`src/led_pwm_map.vh`:
```
// register map, field positions and codes for the led breathing/blinking pwm
`ifndef LED_PWM_MAP_VH
`define LED_PWM_MAP_VH

// register byte offsets
`define OFS_CFG      8'h00
`define OFS_LIMITS   8'h04
`define OFS_DELAY    8'h08
`define OFS_STEP     8'h0C
`define OFS_INT      8'h10
`define OFS_OUTDLY   8'h14
`define OFS_STATUS   8'h18

// configuration register fields
`define CFG_CTRL     1:0
`define CFG_CLKSRC   2
`define CFG_UPDEN    3
`define CFG_SIZE     5:4
`define CFG_RESET    7
`define CFG_SYM      16
`define CFG_WMASK    32'h0001003F

// limits and delay register fields
`define LIM_MIN      7:0
`define LIM_MAX      15:8
`define DLY_LD       11:0
`define DLY_HD       23:12

// reset values
`define REG_RST      32'h00000000
`define BYTE_RST     8'h00
`define CNT_RST      12'h000
`define CNT_ONE      12'h001

// output control codes
`define CTRL_OFF     2'h0
`define CTRL_BREATH  2'h1
`define CTRL_BLINK   2'h2
`define CTRL_ON      2'h3

// pwm size codes and counter tops
`define SIZE_8       2'h0
`define SIZE_7       2'h1
`define SIZE_6       2'h2
`define TOP_8        8'hFF
`define TOP_7        8'h7F
`define TOP_6        8'h3F

// bus response codes
`define RESP_OKAY    2'h0
`define RESP_SLVERR  2'h2

`endif

```
`src/led_breathing_blinking_pwm.v`:
```
// led breathing/blinking pwm generator with axi4-lite register slave
//
// How it works
// - size select picks 8, 7 or 6 bit counter
// - 8-bit size counts 0..255, period ~7.8ms
// - 7-bit size counts 0..127, period ~3.9ms
// - 6-bit size counts 0..63, period ~1.95ms
// - led on while counter below duty cycle
// - off or reset bit clears all working state
// - breathing adds segment step at delay counter pace
// - at upper limit hold top time, then fall
// - at lower limit hold bottom time, then rise
// - hold times counted in duty-update ticks
// - symmetric mode: segment from duty bits 7:5
// - asymmetric: segment is falling flag, duty 7:6
// - segment k uses nibble 4k+3:4k
// - blinking: delay counter on slow or system clock
// - blinking reloads prescale; zero passes clock directly
// - blinking counter always 8-bit, size ignored
// - blink frequency is clock/(256*(prescale+1))
// - blink duty from lower limit; 00h off
// - output mode 3 forces led on
// - breathing-only settings ignored while blinking
// - one update tick equals one pwm period
// - limits take effect at period end
// - delay/step/interval copy at period end if enabled
//
// Register access over AXI4-Lite and the address map are this design's own decisions.
`timescale 1ns/1ps
`include "led_pwm_map.vh"

module led_breathing_blinking_pwm (
    input  wire        aclk,
    input  wire        aresetn,
    input  wire        slow_tick,
    input  wire [7:0]  s_axi_awaddr,
    input  wire        s_axi_awvalid,
    output wire        s_axi_awready,
    input  wire [31:0] s_axi_wdata,
    input  wire [3:0]  s_axi_wstrb,
    input  wire        s_axi_wvalid,
    output wire        s_axi_wready,
    output reg  [1:0]  s_axi_bresp,
    output reg         s_axi_bvalid,
    input  wire        s_axi_bready,
    input  wire [7:0]  s_axi_araddr,
    input  wire        s_axi_arvalid,
    output wire        s_axi_arready,
    output reg  [31:0] s_axi_rdata,
    output reg  [1:0]  s_axi_rresp,
    output reg         s_axi_rvalid,
    input  wire        s_axi_rready,
    output reg         led_out
);

    // breathing states, one-hot
    localparam [3:0] ST_RISE     = 4'h1;
    localparam [3:0] ST_HOLD_TOP = 4'h2;
    localparam [3:0] ST_FALL     = 4'h4;
    localparam [3:0] ST_HOLD_BOT = 4'h8;

    // software-visible registers (holding copies for limits, delay, step, interval)
    reg [31:0] cfg_reg;
    reg [31:0] lim_hold_reg;
    reg [31:0] dly_hold_reg;
    reg [31:0] ramp_increment_reg;
    reg [31:0] ramp_interval_reg;

    // working copies used by the engine
    reg [7:0]  min_reg;
    reg [7:0]  max_reg;
    reg [11:0] bottom_hold_or_prescale;
    reg [11:0] top_hold_ticks;
    reg [31:0] ramp_increment_fields;
    reg [31:0] ramp_interval_fields;

    // engine state
    reg [7:0]  duty_reg;
    reg [11:0] dly_cnt_reg;
    reg [3:0]  state_reg;

    // bus slave state
    reg        aw_got_reg;
    reg        w_got_reg;
    reg [7:0]  waddr_reg;
    reg [31:0] wdata_reg;
    reg [3:0]  wstrb_reg;

    wire [7:0] cycle_position_counter;
    wire       period_end;

    // byte-lane merge of a write into a register
    function [31:0] merge_bytes;
        input [31:0] old_val;
        input [31:0] new_val;
        input [3:0]  strb;
        integer i;
        begin
            merge_bytes = old_val;
            for (i = 0; i < 4; i = i + 1) begin
                if (strb[i]) begin
                    merge_bytes[i*8 +: 8] = new_val[i*8 +: 8];
                end
            end
        end
    endfunction

    // 4-bit field of segment k from a step or interval word
    function [3:0] nibble_at;
        input [31:0] word;
        input [2:0]  k;
        begin
            nibble_at = word[{k, 2'b00} +: 4];
        end
    endfunction

    // segment index from duty, symmetry selection and ramp direction
    function [2:0] seg_index;
        input [7:0] duty;
        input       asym;
        input       falling;
        begin
            if (asym) begin
                seg_index = {falling, duty[7:6]};
            end else begin
                seg_index = duty[7:5];
            end
        end
    endfunction

    // duty scaled down to the selected counter width
    function [7:0] scaled_duty;
        input [7:0] duty;
        input [1:0] size;
        begin
            case (size)
                `SIZE_7: scaled_duty = {1'b0, duty[7:1]};
                `SIZE_6: scaled_duty = {2'b00, duty[7:2]};
                default: scaled_duty = duty;
            endcase
        end
    endfunction

    // address is one of the implemented words
    function known_addr;
        input [7:0] a;
        begin
            case ({a[7:2], 2'b00})
                `OFS_CFG, `OFS_LIMITS, `OFS_DELAY, `OFS_STEP,
                `OFS_INT, `OFS_OUTDLY, `OFS_STATUS: known_addr = 1'b1;
                default: known_addr = 1'b0;
            endcase
        end
    endfunction

    // mode decode
    wire [1:0] ctrl      = cfg_reg[`CFG_CTRL];
    wire       breathing = (ctrl == `CTRL_BREATH);
    wire       blinking  = (ctrl == `CTRL_BLINK) || (ctrl == `CTRL_ON);
    wire       asym      = cfg_reg[`CFG_SYM];

    // write path handshake: address and data taken in either order
    wire       do_write  = aw_got_reg && w_got_reg && !s_axi_bvalid;
    wire [7:0] waddr_wd  = {waddr_reg[7:2], 2'b00};
    wire       soft_clr  = do_write && (waddr_wd == `OFS_CFG) && wstrb_reg[0] && wdata_reg[`CFG_RESET];
    wire       clear_all = (ctrl == `CTRL_OFF) || soft_clr;

    assign s_axi_awready = !aw_got_reg && !s_axi_bvalid;
    assign s_axi_wready  = !w_got_reg && !s_axi_bvalid;
    assign s_axi_arready = !s_axi_rvalid;

    // blink prescaler input: every system clock or the slow tick
    wire       blink_tick = blinking && (cfg_reg[`CFG_CLKSRC] || slow_tick);
    // breathing advances the counter on each slow tick; blinking on delay counter zero, so zero prescale passes every tick
    wire       pwm_adv    = breathing ? slow_tick : (blink_tick && (dly_cnt_reg == `CNT_RST));
    // blinking always runs the full 8-bit counter
    wire [1:0] eff_size   = breathing ? cfg_reg[`CFG_SIZE] : `SIZE_8;

    cycle_position_counter u_period (
        .aclk      (aclk),
        .aresetn   (aresetn),
        .clear     (clear_all),
        .advance   (pwm_adv),
        .size_sel  (eff_size),
        .count_reg (cycle_position_counter),
        .wrap      (period_end)
    );

    // current segment step and interval
    wire [2:0] seg   = seg_index(duty_reg, asym, state_reg == ST_FALL);
    wire [3:0] stp   = nibble_at(ramp_increment_fields, seg);
    wire [3:0] itv   = nibble_at(ramp_interval_fields, seg);
    wire [8:0] up    = {1'b0, duty_reg} + {5'h00, stp};
    wire [8:0] floor = {1'b0, min_reg} + {5'h00, stp};
    wire       dly_due = (dly_cnt_reg <= `CNT_ONE);

    // bus write channel capture and register writes
    always @(posedge aclk) begin
        if (!aresetn) begin
            aw_got_reg         <= 1'b0;
            w_got_reg          <= 1'b0;
            waddr_reg          <= `BYTE_RST;
            wdata_reg          <= `REG_RST;
            wstrb_reg          <= 4'h0;
            s_axi_bvalid       <= 1'b0;
            s_axi_bresp        <= `RESP_OKAY;
            cfg_reg            <= `REG_RST;
            lim_hold_reg       <= `REG_RST;
            dly_hold_reg       <= `REG_RST;
            ramp_increment_reg <= `REG_RST;
            ramp_interval_reg  <= `REG_RST;
        end else begin
            if (s_axi_awvalid && s_axi_awready) begin
                aw_got_reg <= 1'b1;
                waddr_reg  <= s_axi_awaddr;
            end
            if (s_axi_wvalid && s_axi_wready) begin
                w_got_reg <= 1'b1;
                wdata_reg <= s_axi_wdata;
                wstrb_reg <= s_axi_wstrb;
            end
            if (do_write) begin
                aw_got_reg   <= 1'b0;
                w_got_reg    <= 1'b0;
                s_axi_bvalid <= 1'b1;
                s_axi_bresp  <= known_addr(waddr_reg) ? `RESP_OKAY : `RESP_SLVERR;
                // config acts at once; reset bit is a strobe and is not stored
                case (waddr_wd)
                    `OFS_CFG:    cfg_reg <= merge_bytes(cfg_reg, wdata_reg, wstrb_reg) & `CFG_WMASK;
                    `OFS_LIMITS: lim_hold_reg <= merge_bytes(lim_hold_reg, wdata_reg, wstrb_reg);
                    `OFS_DELAY:  dly_hold_reg <= merge_bytes(dly_hold_reg, wdata_reg, wstrb_reg);
                    `OFS_STEP:   ramp_increment_reg <= merge_bytes(ramp_increment_reg, wdata_reg, wstrb_reg);
                    `OFS_INT:    ramp_interval_reg <= merge_bytes(ramp_interval_reg, wdata_reg, wstrb_reg);
                    default:     ;
                endcase
            end else if (s_axi_bvalid && s_axi_bready) begin
                s_axi_bvalid <= 1'b0;
            end
        end
    end

    // bus read channel: answer one cycle after the address is taken
    always @(posedge aclk) begin
        if (!aresetn) begin
            s_axi_rvalid <= 1'b0;
            s_axi_rdata  <= `REG_RST;
            s_axi_rresp  <= `RESP_OKAY;
        end else if (s_axi_arvalid && s_axi_arready) begin
            s_axi_rvalid <= 1'b1;
            s_axi_rresp  <= known_addr(s_axi_araddr) ? `RESP_OKAY : `RESP_SLVERR;
            case ({s_axi_araddr[7:2], 2'b00})
                `OFS_CFG:    s_axi_rdata <= cfg_reg;
                `OFS_LIMITS: s_axi_rdata <= lim_hold_reg;
                `OFS_DELAY:  s_axi_rdata <= dly_hold_reg;
                `OFS_STEP:   s_axi_rdata <= ramp_increment_reg;
                `OFS_INT:    s_axi_rdata <= ramp_interval_reg;
                `OFS_STATUS: s_axi_rdata <= {8'h00, cycle_position_counter, 4'h0, state_reg, duty_reg};
                default:     s_axi_rdata <= `REG_RST;
            endcase
        end else if (s_axi_rvalid && s_axi_rready) begin
            s_axi_rvalid <= 1'b0;
        end
    end

    // holding copies move to working copies only at a period boundary,
    // so a byte-at-a-time update made within one period never shows a half-written setting
    always @(posedge aclk) begin
        if (!aresetn || clear_all) begin
            min_reg                 <= `BYTE_RST;
            max_reg                 <= `BYTE_RST;
            bottom_hold_or_prescale <= `CNT_RST;
            top_hold_ticks          <= `CNT_RST;
            ramp_increment_fields   <= `REG_RST;
            ramp_interval_fields    <= `REG_RST;
        end else if (period_end) begin
            min_reg <= lim_hold_reg[`LIM_MIN];
            max_reg <= lim_hold_reg[`LIM_MAX];
            if (cfg_reg[`CFG_UPDEN]) begin
                bottom_hold_or_prescale <= dly_hold_reg[`DLY_LD];
                top_hold_ticks          <= dly_hold_reg[`DLY_HD];
                ramp_increment_fields   <= ramp_increment_reg;
                ramp_interval_fields    <= ramp_interval_reg;
            end
        end
    end

    // duty engine: blink prescaler, or breathing ramp paced by period ends
    always @(posedge aclk) begin
        if (!aresetn || clear_all) begin
            duty_reg    <= `BYTE_RST;
            dly_cnt_reg <= `CNT_RST;
            state_reg   <= ST_RISE;
        end else if (blinking) begin
            // duty is the lower limit; breathing fields are not consulted
            duty_reg <= min_reg;
            if (blink_tick) begin
                dly_cnt_reg <= (dly_cnt_reg == `CNT_RST) ? bottom_hold_or_prescale
                                                          : dly_cnt_reg - `CNT_ONE;
            end
        end else if (breathing && period_end) begin
            case (state_reg)
                ST_RISE: begin
                    if (dly_due) begin
                        dly_cnt_reg <= {8'h00, itv};
                        if (up >= {1'b0, max_reg}) begin
                            duty_reg    <= max_reg;
                            state_reg   <= ST_HOLD_TOP;
                            dly_cnt_reg <= top_hold_ticks;
                        end else begin
                            duty_reg <= up[7:0];
                        end
                    end else begin
                        dly_cnt_reg <= dly_cnt_reg - `CNT_ONE;
                    end
                end
                ST_HOLD_TOP: begin
                    if (dly_due) begin
                        state_reg   <= ST_FALL;
                        dly_cnt_reg <= `CNT_RST;
                    end else begin
                        dly_cnt_reg <= dly_cnt_reg - `CNT_ONE;
                    end
                end
                ST_FALL: begin
                    if (dly_due) begin
                        dly_cnt_reg <= {8'h00, itv};
                        if ({1'b0, duty_reg} <= floor) begin
                            duty_reg    <= min_reg;
                            state_reg   <= ST_HOLD_BOT;
                            dly_cnt_reg <= bottom_hold_or_prescale;
                        end else begin
                            duty_reg <= duty_reg - {4'h0, stp};
                        end
                    end else begin
                        dly_cnt_reg <= dly_cnt_reg - `CNT_ONE;
                    end
                end
                ST_HOLD_BOT: begin
                    if (dly_due) begin
                        state_reg   <= ST_RISE;
                        dly_cnt_reg <= `CNT_RST;
                    end else begin
                        dly_cnt_reg <= dly_cnt_reg - `CNT_ONE;
                    end
                end
                default: begin
                    state_reg <= ST_RISE;
                end
            endcase
        end
    end

    // registered led output; one cycle behind the counter, which only adds a fixed skew
    always @(posedge aclk) begin
        if (!aresetn || clear_all) begin
            led_out <= 1'b0;
        end else if (ctrl == `CTRL_ON) begin
            led_out <= 1'b1;
        end else if (blinking) begin
            led_out <= (min_reg == `TOP_8) || (cycle_position_counter < min_reg);
        end else begin
            led_out <= (cycle_position_counter < scaled_duty(duty_reg, eff_size));
        end
    end

endmodule

```
`src/cycle_position_counter.v`:
```
// pwm period counter with selectable 8, 7 or 6 bit wrap point
`timescale 1ns/1ps
`include "led_pwm_map.vh"

module cycle_position_counter (
    input  wire       aclk,
    input  wire       aresetn,
    input  wire       clear,
    input  wire       advance,
    input  wire [1:0] size_sel,
    output reg  [7:0] count_reg,
    output wire       wrap
);

    reg [7:0] top;

    // wrap point follows the size selection
    always @* begin
        case (size_sel)
            `SIZE_7: top = `TOP_7;
            `SIZE_6: top = `TOP_6;
            default: top = `TOP_8;
        endcase
    end

    // end of period: counter leaves its top value
    assign wrap = advance && (count_reg >= top);

    // count ticks and wrap continuously; a size change that puts the top below the count also wraps
    always @(posedge aclk) begin
        if (!aresetn || clear) begin
            count_reg <= `BYTE_RST;
        end else if (wrap) begin
            count_reg <= `BYTE_RST;
        end else if (advance) begin
            count_reg <= count_reg + 8'h01;
        end
    end

endmodule

```
`config.mk`:
```
export PLATFORM = sky130hd
export DESIGN_NAME = led_breathing_blinking_pwm
export DESIGN_NICKNAME = d
export VERILOG_FILES = /design/src/led_breathing_blinking_pwm.v /design/src/cycle_position_counter.v
export VERILOG_INCLUDE_DIRS = /design/src
export SDC_FILE = /design/constraint.sdc
export NUM_CORES = 1
export LEC_CHECK = 0
export BUFFER_PORTS_ARGS = -buffer_cell sky130_fd_sc_hd__buf_2
export CORE_MARGIN = 10
export CORE_UTILIZATION = 30
export CTS_CLUSTER_SIZE = 25
export DETAILED_ROUTE_END_ITERATION = 16
export GPL_ROUTABILITY_DRIVEN = 1
export GPL_TIMING_DRIVEN = 0
export HOLD_SLACK_MARGIN = 0.1
export PLACE_DENSITY_LB_ADDON = 0.3
export SETUP_SLACK_MARGIN = 0.02
export SLEW_MARGIN = 20
export SYNTH_ARGS = -nofsm -noshare
export SYNTH_HDL_FRONTEND = slang
export SYNTH_SLANG_ARGS = --single-unit
```
`constraint.sdc`:
```
create_clock -name aclk -period 12.5 [get_ports aclk]
set_input_delay 2.5 -clock aclk [delete_from_list [all_inputs] [get_ports aclk]]
set_output_delay 2.5 -clock aclk [all_outputs]
set_load 0.005 [all_outputs]
```
======== Word-level counts from Yosys, hierarchy flattened ========
Cells that the tools add are included.
storage, ports and cells
  register bits ........................... 356
  input bits .............................. 60
  output and inout bits ................... 42
  logic and storage cells ................. 195
operators by class
  $add $sub $neg .......................... 5
  magnitude comparators ................... 6
  equality and inequality tests ........... 31
  shift-type cells ........................ 2
  muxes and demuxes ....................... 47
  bitwise logic cells ..................... 2
  reductions and logical operators ........ 63
operators with widths
  cell                                                                    number
  32-bit case mux with 6 select lines                                     1
  12-bit 2-to-1 mux                                                       9
  8-bit 2-to-1 mux                                                        9
  32-bit by 6-bit variable part select with 4-bit output                  2
  3-bit AND reduction                                                     19
  8-bit case mux with 2 select lines                                      3
  6-bit by 3-bit equality test with 1-bit output, second input constant   6
  12-bit case mux with 3 select lines                                     1
  6-bit by 2-bit equality test with 1-bit output, second input constant   4
  4-bit 2-to-1 mux                                                        6
  8-bit by 4-bit adder with 9-bit output                                  2
  1-bit logical AND                                                       16
  8-bit less-than comparator                                              2
  4-bit case mux with 4 select lines                                      1
  7-bit OR reduction                                                      2
  1-bit 2-to-1 mux                                                        13
  6-bit by 1-bit equality test with 1-bit output, second input constant   2
  12-bit by 1-bit <= comparator with 1-bit output, second input constant  1
  12-bit logical NOT                                                      1
  6-bit logical NOT                                                       2
  12-bit by 1-bit subtractor with 12-bit output, second input constant    1
  2-bit inequality test, second input constant                            5
  9-bit by 8-bit greater-or-equal comparator with 1-bit output            1
  8-bit by 9-bit <= comparator with 1-bit output                          1
  other kinds (26)                                                        46

======== Longest topological paths before layout ========
Gate-level depths: netlist (run 1).
  word-level depth ........................ 11
  depth in mapped cells ................... 21

======== Hierarchy ========
Synthesis (run 1) repeated with hierarchy kept, for this count alone.
unflattened totals
  cells, all modules ...................... 1,939
  area, all modules ....................... 16,941.2 um2
by module, submodules not included
  module                      times used  cells each  area each (um2)  sequential area each (um2)
  led_breathing_blinking_pwm  1           1,892       16,499.6         6,886.6
  cycle_position_counter      1           47          441.7            160.2

======== Least setup slack after synthesis (run 1) ========
Ideal clock, no wire load.
  path type ............................... register to register
  from .................................... reg cfg_reg[16]
  to ...................................... reg duty_reg[4]
  library setup time ...................... 0.129 ns
  arrival time ............................ 5.311 ns
  setup slack ............................. 7.060 ns
  cell stages (with the launch flop) ...... 20
  path buffers ............................ 4
  clock period less this slack ............ 5.440 ns
  path through ............................ dfxtp_1 > buf_2 > mux2i_4 > buf_2 > mux4_2 > mux2_2 > ha_1 > clkbuf_1 > nand2b_1 > a211oi_1 > xor2_1 > ha_1 > and3_1 > a221o_1 > a211oi_2 > buf_2 > mux2i_1 > nor3_1 > a2111oi_0 > nor2_1
between the ends
  longest elaborated chain between the ends .. 9
  elaborated cells between the ends (all ways) .. 14
ends and longest elaborated chain
  what                                                                                                                                   line                                                                text
  from (decl)                                                                                                                            led_breathing_blinking_pwm.v:63                                     reg [31:0] cfg_reg;
  from (signal assigned)                                                                                                                 led_breathing_blinking_pwm.v:207                                    cfg_reg <= `REG_RST;
  from (signal assigned)                                                                                                                 led_breathing_blinking_pwm.v:229                                    `OFS_CFG: cfg_reg <= merge_bytes(cfg_reg, wdata_reg, wstrb_reg) & `CFG_WMASK;
  3-bit 2-to-1 mux (*)                                                                                                                   led_breathing_blinking_pwm.v:123                                    if (asym) begin
  32-bit by 6-bit variable part select with 4-bit output (*)                                                                             led_breathing_blinking_pwm.v:113                                    nibble_at = word[{k, 2'b00} +: 4];
  8-bit by 4-bit adder with 9-bit output (on tied branches)                                                                              led_breathing_blinking_pwm.v:194, led_breathing_blinking_pwm.v:193
  8-bit by 9-bit <= comparator with 1-bit output / 9-bit by 8-bit greater-or-equal comparator with 1-bit output (equally long branches)  led_breathing_blinking_pwm.v:327, led_breathing_blinking_pwm.v:305
  8-bit 2-to-1 mux (on tied branches)                                                                                                    led_breathing_blinking_pwm.v:327, led_breathing_blinking_pwm.v:305
  8-bit 2-to-1 mux (on tied branches)                                                                                                    led_breathing_blinking_pwm.v:325, led_breathing_blinking_pwm.v:303
  8-bit case mux with 2 select lines (*)                                                                                                 led_breathing_blinking_pwm.v:301                                    case (state_reg)
  8-bit 2-to-1 mux (*)                                                                                                                   led_breathing_blinking_pwm.v:300                                    end else if (breathing && period_end) begin
  8-bit 2-to-1 mux (*)                                                                                                                   led_breathing_blinking_pwm.v:293                                    end else if (blinking) begin
  to (signal assigned)                                                                                                                   led_breathing_blinking_pwm.v:295                                    duty_reg <= min_reg;
  to (signal assigned)                                                                                                                   led_breathing_blinking_pwm.v:306                                    duty_reg <= max_reg;
  to (signal assigned)                                                                                                                   led_breathing_blinking_pwm.v:328                                    duty_reg <= min_reg;
  to (decl)                                                                                                                              led_breathing_blinking_pwm.v:78                                     reg [7:0] duty_reg;
Every way passes the cells marked *; elsewhere a longest branch is shown, timed or not. The select of a mux whose other input is x is not followed.
A chain may end at the register's enable or synchronous reset.

======== Worst setup path after layout (run 1) ========
Ends and elaborated chain as after synthesis.

==> results of run 1 <==
[metrics by stage]
| step | instances | cell area, µm² | total power [W] | worst slack [ns] |
|---|---|---|---|---|
| floorplan | 1959 | 17110 | 0.001223 | 7.060 |
| finish | 2883 | 19870 | 0.002464 | 5.729 |
| CTS | 2882 | 19870 | 0.002478 | 5.766 |
| detailed placement | 2807 | 18520 | 0.001270 | 5.781 |
| global placement | 2807 | 18520 | 0.001268 | 5.844 |
| global route | 2882 | 19870 | 0.002530 | 5.305 |
[cells by family after synthesis]
logic type / Yosys count / share of synthesized area [%]
buffers and inverters: 162 / 3.810
flip-flops: 352 / 41.18
XOR/XNOR: 33 / 1.689
AND/OR/NAND/NOR: 722 / 20.07
other: 1 / 0.02192
adder cells (fa/ha/maj): 53 / 4.007
multiplexers: 192 / 12.55
AO/OA/AOI/OAI: 443 / 16.67
[power by group through the flow]
stage | combinational [W] | sequential, W | clock (W)
4_1_cts | 0.0000935 | 0.00115 | 0.00123
5_1_grt | 0.000101 | 0.00115 | 0.00128
3_5_place_dp | 0.0000933 | 0.00118 | 0
3_3_place_gp | 0.0000924 | 0.00118 | 0
6_report | 0.0000925 | 0.00115 | 0.00122
2_1_floorplan | 0.0000539 | 0.00117 | 0
[Yosys cell counts, types with 5 or more instances]
master	number
nand2b_1	7
clkbuf_1	97
and2_1	18
a21boi_0	46
xnor2_1	15
o21ai_1	6
or3_1	7
nand3_1	34
mux2i_1	158
a22o_1	25
inv_1	34
and3_1	8
a21o_1	10
a211oi_1	8
buf_4	5
nor3_1	12
a31oi_1	7
o211ai_1	6
nand2_1	349
a211o_1	6
mux2_2	17
a32oi_1	5
dfxtp_1	352
buf_1	6
a221o_1	13
xor2_1	18
a21oi_1	181
nor3b_1	11
a2111oi_0	5
nand4_1	9
o21a_1	6
ha_1	50
buf_2	20
a22oi_1	19
o21ai_0	56
mux4_2	15
nor2b_1	161
a221oi_1	20
nor2_1	85
[final timing paths]
path                                            endpoint  slack (ns)
worst max-delay path                         duty_reg[4]        5.73
worst min-delay path            ramp_increment_fields[7]        0.45
worst max register to register               duty_reg[4]        5.73
worst min register to register  ramp_increment_fields[7]        0.45
[final cells by class]
class / count / area (µm²) / area share (%)
well taps: 756 / 945.9 / 4.760
plain buffers: 128 / 524.3 / 2.638
flip-flops and latches: 352 / 7047 / 35.46
clock inverters: 19 / 193.9 / 0.9759
clock buffers: 56 / 1152 / 5.799
inverters: 34 / 127.6 / 0.6422
repair buffers: 92 / 460.4 / 2.317
diodes: 1 / 2.502 / 0.01259
multi-input cells: 1445 / 9418 / 47.39
[worst register-to-register path, cell delays in order, from the launching register on]
cell and delay [ns]:
dfxtp_1 0.30, buf_2 0.24, mux2i_4 0.57, buf_2 0.47
mux4_2 0.64, mux2_2 0.36, ha_1 0.29, clkbuf_1 0.27
nand2b_1 0.17, a211oi_1 0.31, xor2_1 0.25, ha_1 0.28
and3_1 0.19, a221o_1 0.36, a211oi_2 0.73, buf_2 0.39
mux2i_1 0.26, nor3_1 0.09, a2111oi_0 0.40, nor2_1 0.09
[per-layer routing]
metal / vias to the layer above / share of wire [%] / GRT usage, %
met1: 7242 / 42 / 21.93
met2: 474 / 48 / 31.38
met4: 2 / 3.8 / 7.891
met3: 105 / 6.0 / 2.964
met5: - / 0.021 / 0
li1: 7100 / - / -
==> metrics.txt, run 1 <==
first-pass GRT wire length ~93000 µm; Min Hold Slack 0.4545 ns; clock slew at reported path FFs 0.06 ns; area grow syn2layout 16.14%; Yosys top cell area share 41.18%; initial DRC count ~1100; drt first pass iters 5; final setup vio count 0; Final period util between 50% and 60%; Setup crit start kind register; Reg power frac roughly 47%; power share of the clock group just under 50%; cells along the critical path buf_2 -> mux2i_4 -> buf_2 -> mux4_2 -> mux2_2 -> ha_1 -> clkbuf_1 -> nand2b_1 -> a211oi_1 -> xor2_1 -> ha_1 -> and3_1 -> a221o_1 -> a211oi_2 -> buf_2 -> mux2i_1 -> nor3_1 -> a2111oi_0 -> nor2_1; Hold Crit Class reg2reg; Max IR drop VDD roughly 87 µV; Initial Util 30.34%; Setup Buffers After CTS 0; io pins approximately 100; TritonCTS clock tree done; CP Buf/Inv Count 4; total negative slack 0 ns; Routed Antenna Nets 0; DR vias/cell 5.176; vias in the first global route 14780; most common cell after layout, fill and taps aside dfxtp_1; routability cong. 0.9936; CTS root buf clkbuf_16; PD cells 124.0 nW/µm²; gr ovfl total 0; Comb pwr share 3.8%; internal power 0.001880 W; DIE HEIGHT 258.8 µm; arrival time of the worst setup path 7.22 ns; commonest non-fill, non-tap cells in the layout 352 x dfxtp_1, 349 x nand2_1, 181 x a21oi_1; Util after Layout 35.24%; crit path from cfg_reg[16]; Core Footprint approximately 56000 µm²; flop and latch count out of synthesis 352; routed wire length 62720 µm; RSZ-0062 raised after global routing no; Sw Ratio 23.69%; initial antenna violation count 2; Cells after Synth 1958; CTS HTree Levels 2; post-synth top area cell dfxtp_1; row cnt 87; largest cells by area after synthesis dfxtp_1 41%, mux2i_1 9.2%, nand2_1 7.7%; Final Hold Violating Endpoints 0; NetSw 0.0005838 W; Max Fclk 147.7 MHz; CTS max path bufs 3; most used cell, CP buf_2; status completed; Slew Limit Fails 0; Mapped Area 17110 µm²; DR vias 14920; GRT Total Usage 18.16%; min cycle time layout 6.771 ns; WS Path Type reg2reg; worst slew pin tran roughly 1.2 ns; Slowest cell on crit path a211oi_2; IO buf count 92; Worst EP required between 10 and 15 ns; DRC 0; Mean Syn Cell Area 8.739 µm²; sequential fraction of the synthesis area roughly two fifths; Synth cell types 73; Fillers 5968; crit-path max cell delay around 0.73 ns; CTS sink cnt 352; largest net degree at the start of global routing 14; top_reg_cell synth dfxtp_1; r2r startpoint cfg_reg[16]; Leak 7.406 nW; Yosys Warn Count 0; Clock Latency Late Sink 0.57 ns; hold_buf cts 0; clock skew approximately 0.017 ns; layout cells sized above 1 10.87%; Register-to-Register Path Depth 19; HPWL after detailed placement 49890 µm; CP delay by family, top multiplexers; critical path capture point type register; die width 258.8 µm; fraction of registers with async set/reset 0%; critical path fanouts, max 10; Worst Hold Launch ramp_increment_fields[7]; CTS Buf Count 41; hold depth 2; Max-cap violations 0; die area approximately 67000 µm²; EDFF count, synth 0; Rel. slew slack 21.99%; Crit path depth 19; routed length per instance 21.76 µm; post-CTS sizing 0; Final #Nets 2207
(Power assumes the default switching activity.)
==> run 2, diff against run 1 <==
==> constraint.sdc (replaced) <==
create_clock -name aclk -period 6.4 [get_ports aclk]
set_input_delay 1.28 -clock aclk [delete_from_list [all_inputs] [get_ports aclk]]
set_output_delay 1.28 -clock aclk [all_outputs]
set_load 0.005 [all_outputs]
==> metrics.txt, run 2 (synthesis gave the netlist of run 1 again) <==
status completed (unchanged); Slowest cell on crit path mux4_2 (was a211oi_2); Fillers 5965 (was 5968); most common cell after layout, fill and taps aside dfxtp_1 (unchanged); Clock Latency Late Sink 0.57 ns (about the same); area grow syn2layout 16.47% (was 16.14%); CTS max path bufs 3 (unchanged); critical path capture point type register (unchanged); Max-cap violations 0 (unchanged); routed wire length 62750 µm (was 62720 µm); DIE HEIGHT 258.8 µm (unchanged); CTS sink cnt 352 (unchanged); die width 258.8 µm (unchanged); initial antenna violation count 2 (unchanged); worst slew pin tran 1.147 ns (was 1.166 ns); reg-to-reg endpoint duty_reg[4] (unchanged); routability cong. 0.9936 (unchanged); Hold Crit Class reg2reg (unchanged); Min Hold Slack 0.4551 ns (was 0.4545 ns); Final #Nets 2211 (was 2207); cells along the critical path buf_2 -> mux2i_4 -> buf_2 -> mux4_2 -> mux2_2 -> ha_1 -> clkbuf_1 -> nand2b_1 -> a211oi_1 -> xor2_1 -> ha_1 -> and3_1 -> a221o_1 -> a211oi_4 -> buf_2 -> mux2i_1 -> nor3_1 -> a2111oi_0 -> nor2_1 (was buf_2 -> mux2i_4 -> buf_2 -> mux4_2 -> mux2_2 -> ha_1 -> clkbuf_1 -> nand2b_1 -> a211oi_1 -> xor2_1 -> ha_1 -> and3_1 -> a221o_1 -> a211oi_2 -> buf_2 -> mux2i_1 -> nor3_1 -> a2111oi_0 -> nor2_1); crit path from cfg_reg[16] (unchanged); CTS root buf clkbuf_16 (unchanged); R2R Setup Slk 0.37 ns (was 5.73 ns); Util after Layout 35.34% (was 35.24%); clock slew at reported path FFs 0.06 ns (about the same); Rel. slew slack 23.26% (was 21.99%); vias in the first global route 14790 (was 14780); routed length per instance 21.74 µm (was 21.76 µm); drt first pass iters 5 (unchanged); Routed Antenna Nets 0 (unchanged); commonest non-fill, non-tap cells in the layout 352 x dfxtp_1, 349 x nand2_1, 181 x a21oi_1 (unchanged); CTS HTree Levels 2 (unchanged); HPWL after detailed placement 49890 µm (unchanged); most used cell, CP buf_2 (unchanged); Final Hold Violating Endpoints 0 (unchanged); DRC 0 (unchanged); r2r startpoint cfg_reg[16] (unchanged); Slew Limit Fails 0 (unchanged); Max Fclk 165.9 MHz (was 147.7 MHz); Initial Util 30.34% (unchanged); DR vias/cell 5.158 (was 5.176); io pins 102 (unchanged); largest net degree at the start of global routing 14 (unchanged); Worst setup endpoint duty_reg[4] (unchanged); CTS Buf Count 41 (unchanged); IO buf count 92 (unchanged); total negative slack 0 ns (unchanged); min cycle time layout 6.029 ns (was 6.771 ns); Worst EP required 6.85 ns (was 12.95 ns); RSZ-0062 raised after global routing no (unchanged); Register-to-Register Path Depth 19 (unchanged); TritonCTS clock tree done (unchanged); layout cells sized above 1 11.13% (was 10.87%); Max IR drop VDD 169.6 µV (was 87.15 µV); row cnt 87 (unchanged); Setup crit start kind register (unchanged); critical path fanouts, max 10 (unchanged); arrival time of the worst setup path 6.48 ns (was 7.22 ns); initial DRC count 1031 (was 1129); CP delay by family, top multiplexers (unchanged); first-pass GRT wire length 92980 µm (was 92940 µm); PD cells 241.6 nW/µm² (was 124.0 nW/µm²); GRT Total Usage 18.17% (was 18.16%); crit-path max cell delay 0.64 ns (was 0.73 ns); DR vias 14890 (was 14920); total power 0.004815 W (was 0.002464 W); CP Buf/Inv Count 4 (unchanged); final setup vio count 0 (unchanged); Leak 7.427 nW (was 7.406 nW); Core Footprint 56390 µm² (unchanged); WS Path Type reg2reg (unchanged); Final period util 94.20% (was 54.17%); gr ovfl total 0 (unchanged); Crit path depth 19 (unchanged); clock skew 0.01571 ns (was 0.01653 ns); die area 66990 µm² (unchanged)
## run 2: cell types whose count changed in the layout (fill, tap and decap cells not counted)
cell	delta
a211oi_2	-1
o21ai_0	-1
nor4b_2	+1
nor4b_1	-1
mux2i_1	-1
buf_4	+4
o21ai_1	+1
a211oi_4	+1
mux2i_4	+1
## run 2: worst min-delay path by stage
stage,start,to,slack [ns],cells past startpoint
after floorplan,ramp_increment_fields[20],ramp_increment_fields[20],0.43,2
after global placement,ramp_increment_fields[28],ramp_increment_fields[28],0.44,2
after detailed placement,ramp_increment_fields[7],ramp_increment_fields[7],0.45,2
after CTS,ramp_increment_fields[7],ramp_increment_fields[7],0.45,2
after global routing,ramp_increment_fields[18],ramp_increment_fields[18],0.47,2
final,ramp_interval_fields[15],ramp_interval_fields[15],0.46,2
## run 2: metal layers
metal / routed length [µm] / track usage [%] / up-vias
met4: 2726 / 8.528 / 0
li1: - / - / 7105
met2: 29840 / 31.14 / 421
met1: 26490 / 21.75 / 7256
met3: 3701 / 3.256 / 110
met5: 0 / 0 / -
## run 2: layout make-up
class | instances | area [µm²] | area share, %
Multi-Input combinational cell | 1445 | 9444 | 47.39
Sequential cell | 352 | 7047 | 35.36
Clock buffer | 56 | 1152 | 5.783
Tap cell | 756 | 945.9 | 4.747
Buffer | 128 | 524.3 | 2.631
Timing Repair Buffer | 96 | 490.5 | 2.461
Clock inverter | 19 | 193.9 | 0.9732
Inverter | 34 | 127.6 | 0.6404
Antenna cell | 1 | 2.502 | 0.01256
## run 2: tightest hold or removal path, delay by kind of cell, from the launching register on
kind	cells	cell delay (ns)
compound gates	1	0.05
simple gates	1	0.05
flops	1	0.31
## run 2: what timing repair did
| action | in CTS | in global routing |
|---|---|---|
| setup endpoints to repair | 7 | 12 |
| hold buffers | 0 | 0 |
| pin swaps | 0 | 1 |
| gates resized for setup | 2 | 3 |
| gates cloned | 0 | 0 |
| buffers inserted | 1 | 3 |
## run 2: per-stage QoR
stage | cells | setup WS [ns] | instance area, µm²
floorplan | 1959 | 0.9596 | 17110
global placement | 2807 | -0.2562 | 18520
detailed placement | 2807 | -0.3186 | 18520
CTS | 2883 | 0.1467 | 19890
global route | 2886 | 0.1343 | 19930
finish | 2887 | 0.3711 | 19930
## run 2: where the power goes
part           switching, W  internal [W]  total [W]  leakage [nW]
clock network      0.000995       0.00139    0.00239         0.665
logic              0.000113     0.0000674   0.000180          3.92
registers         0.0000346       0.00221    0.00225          2.84
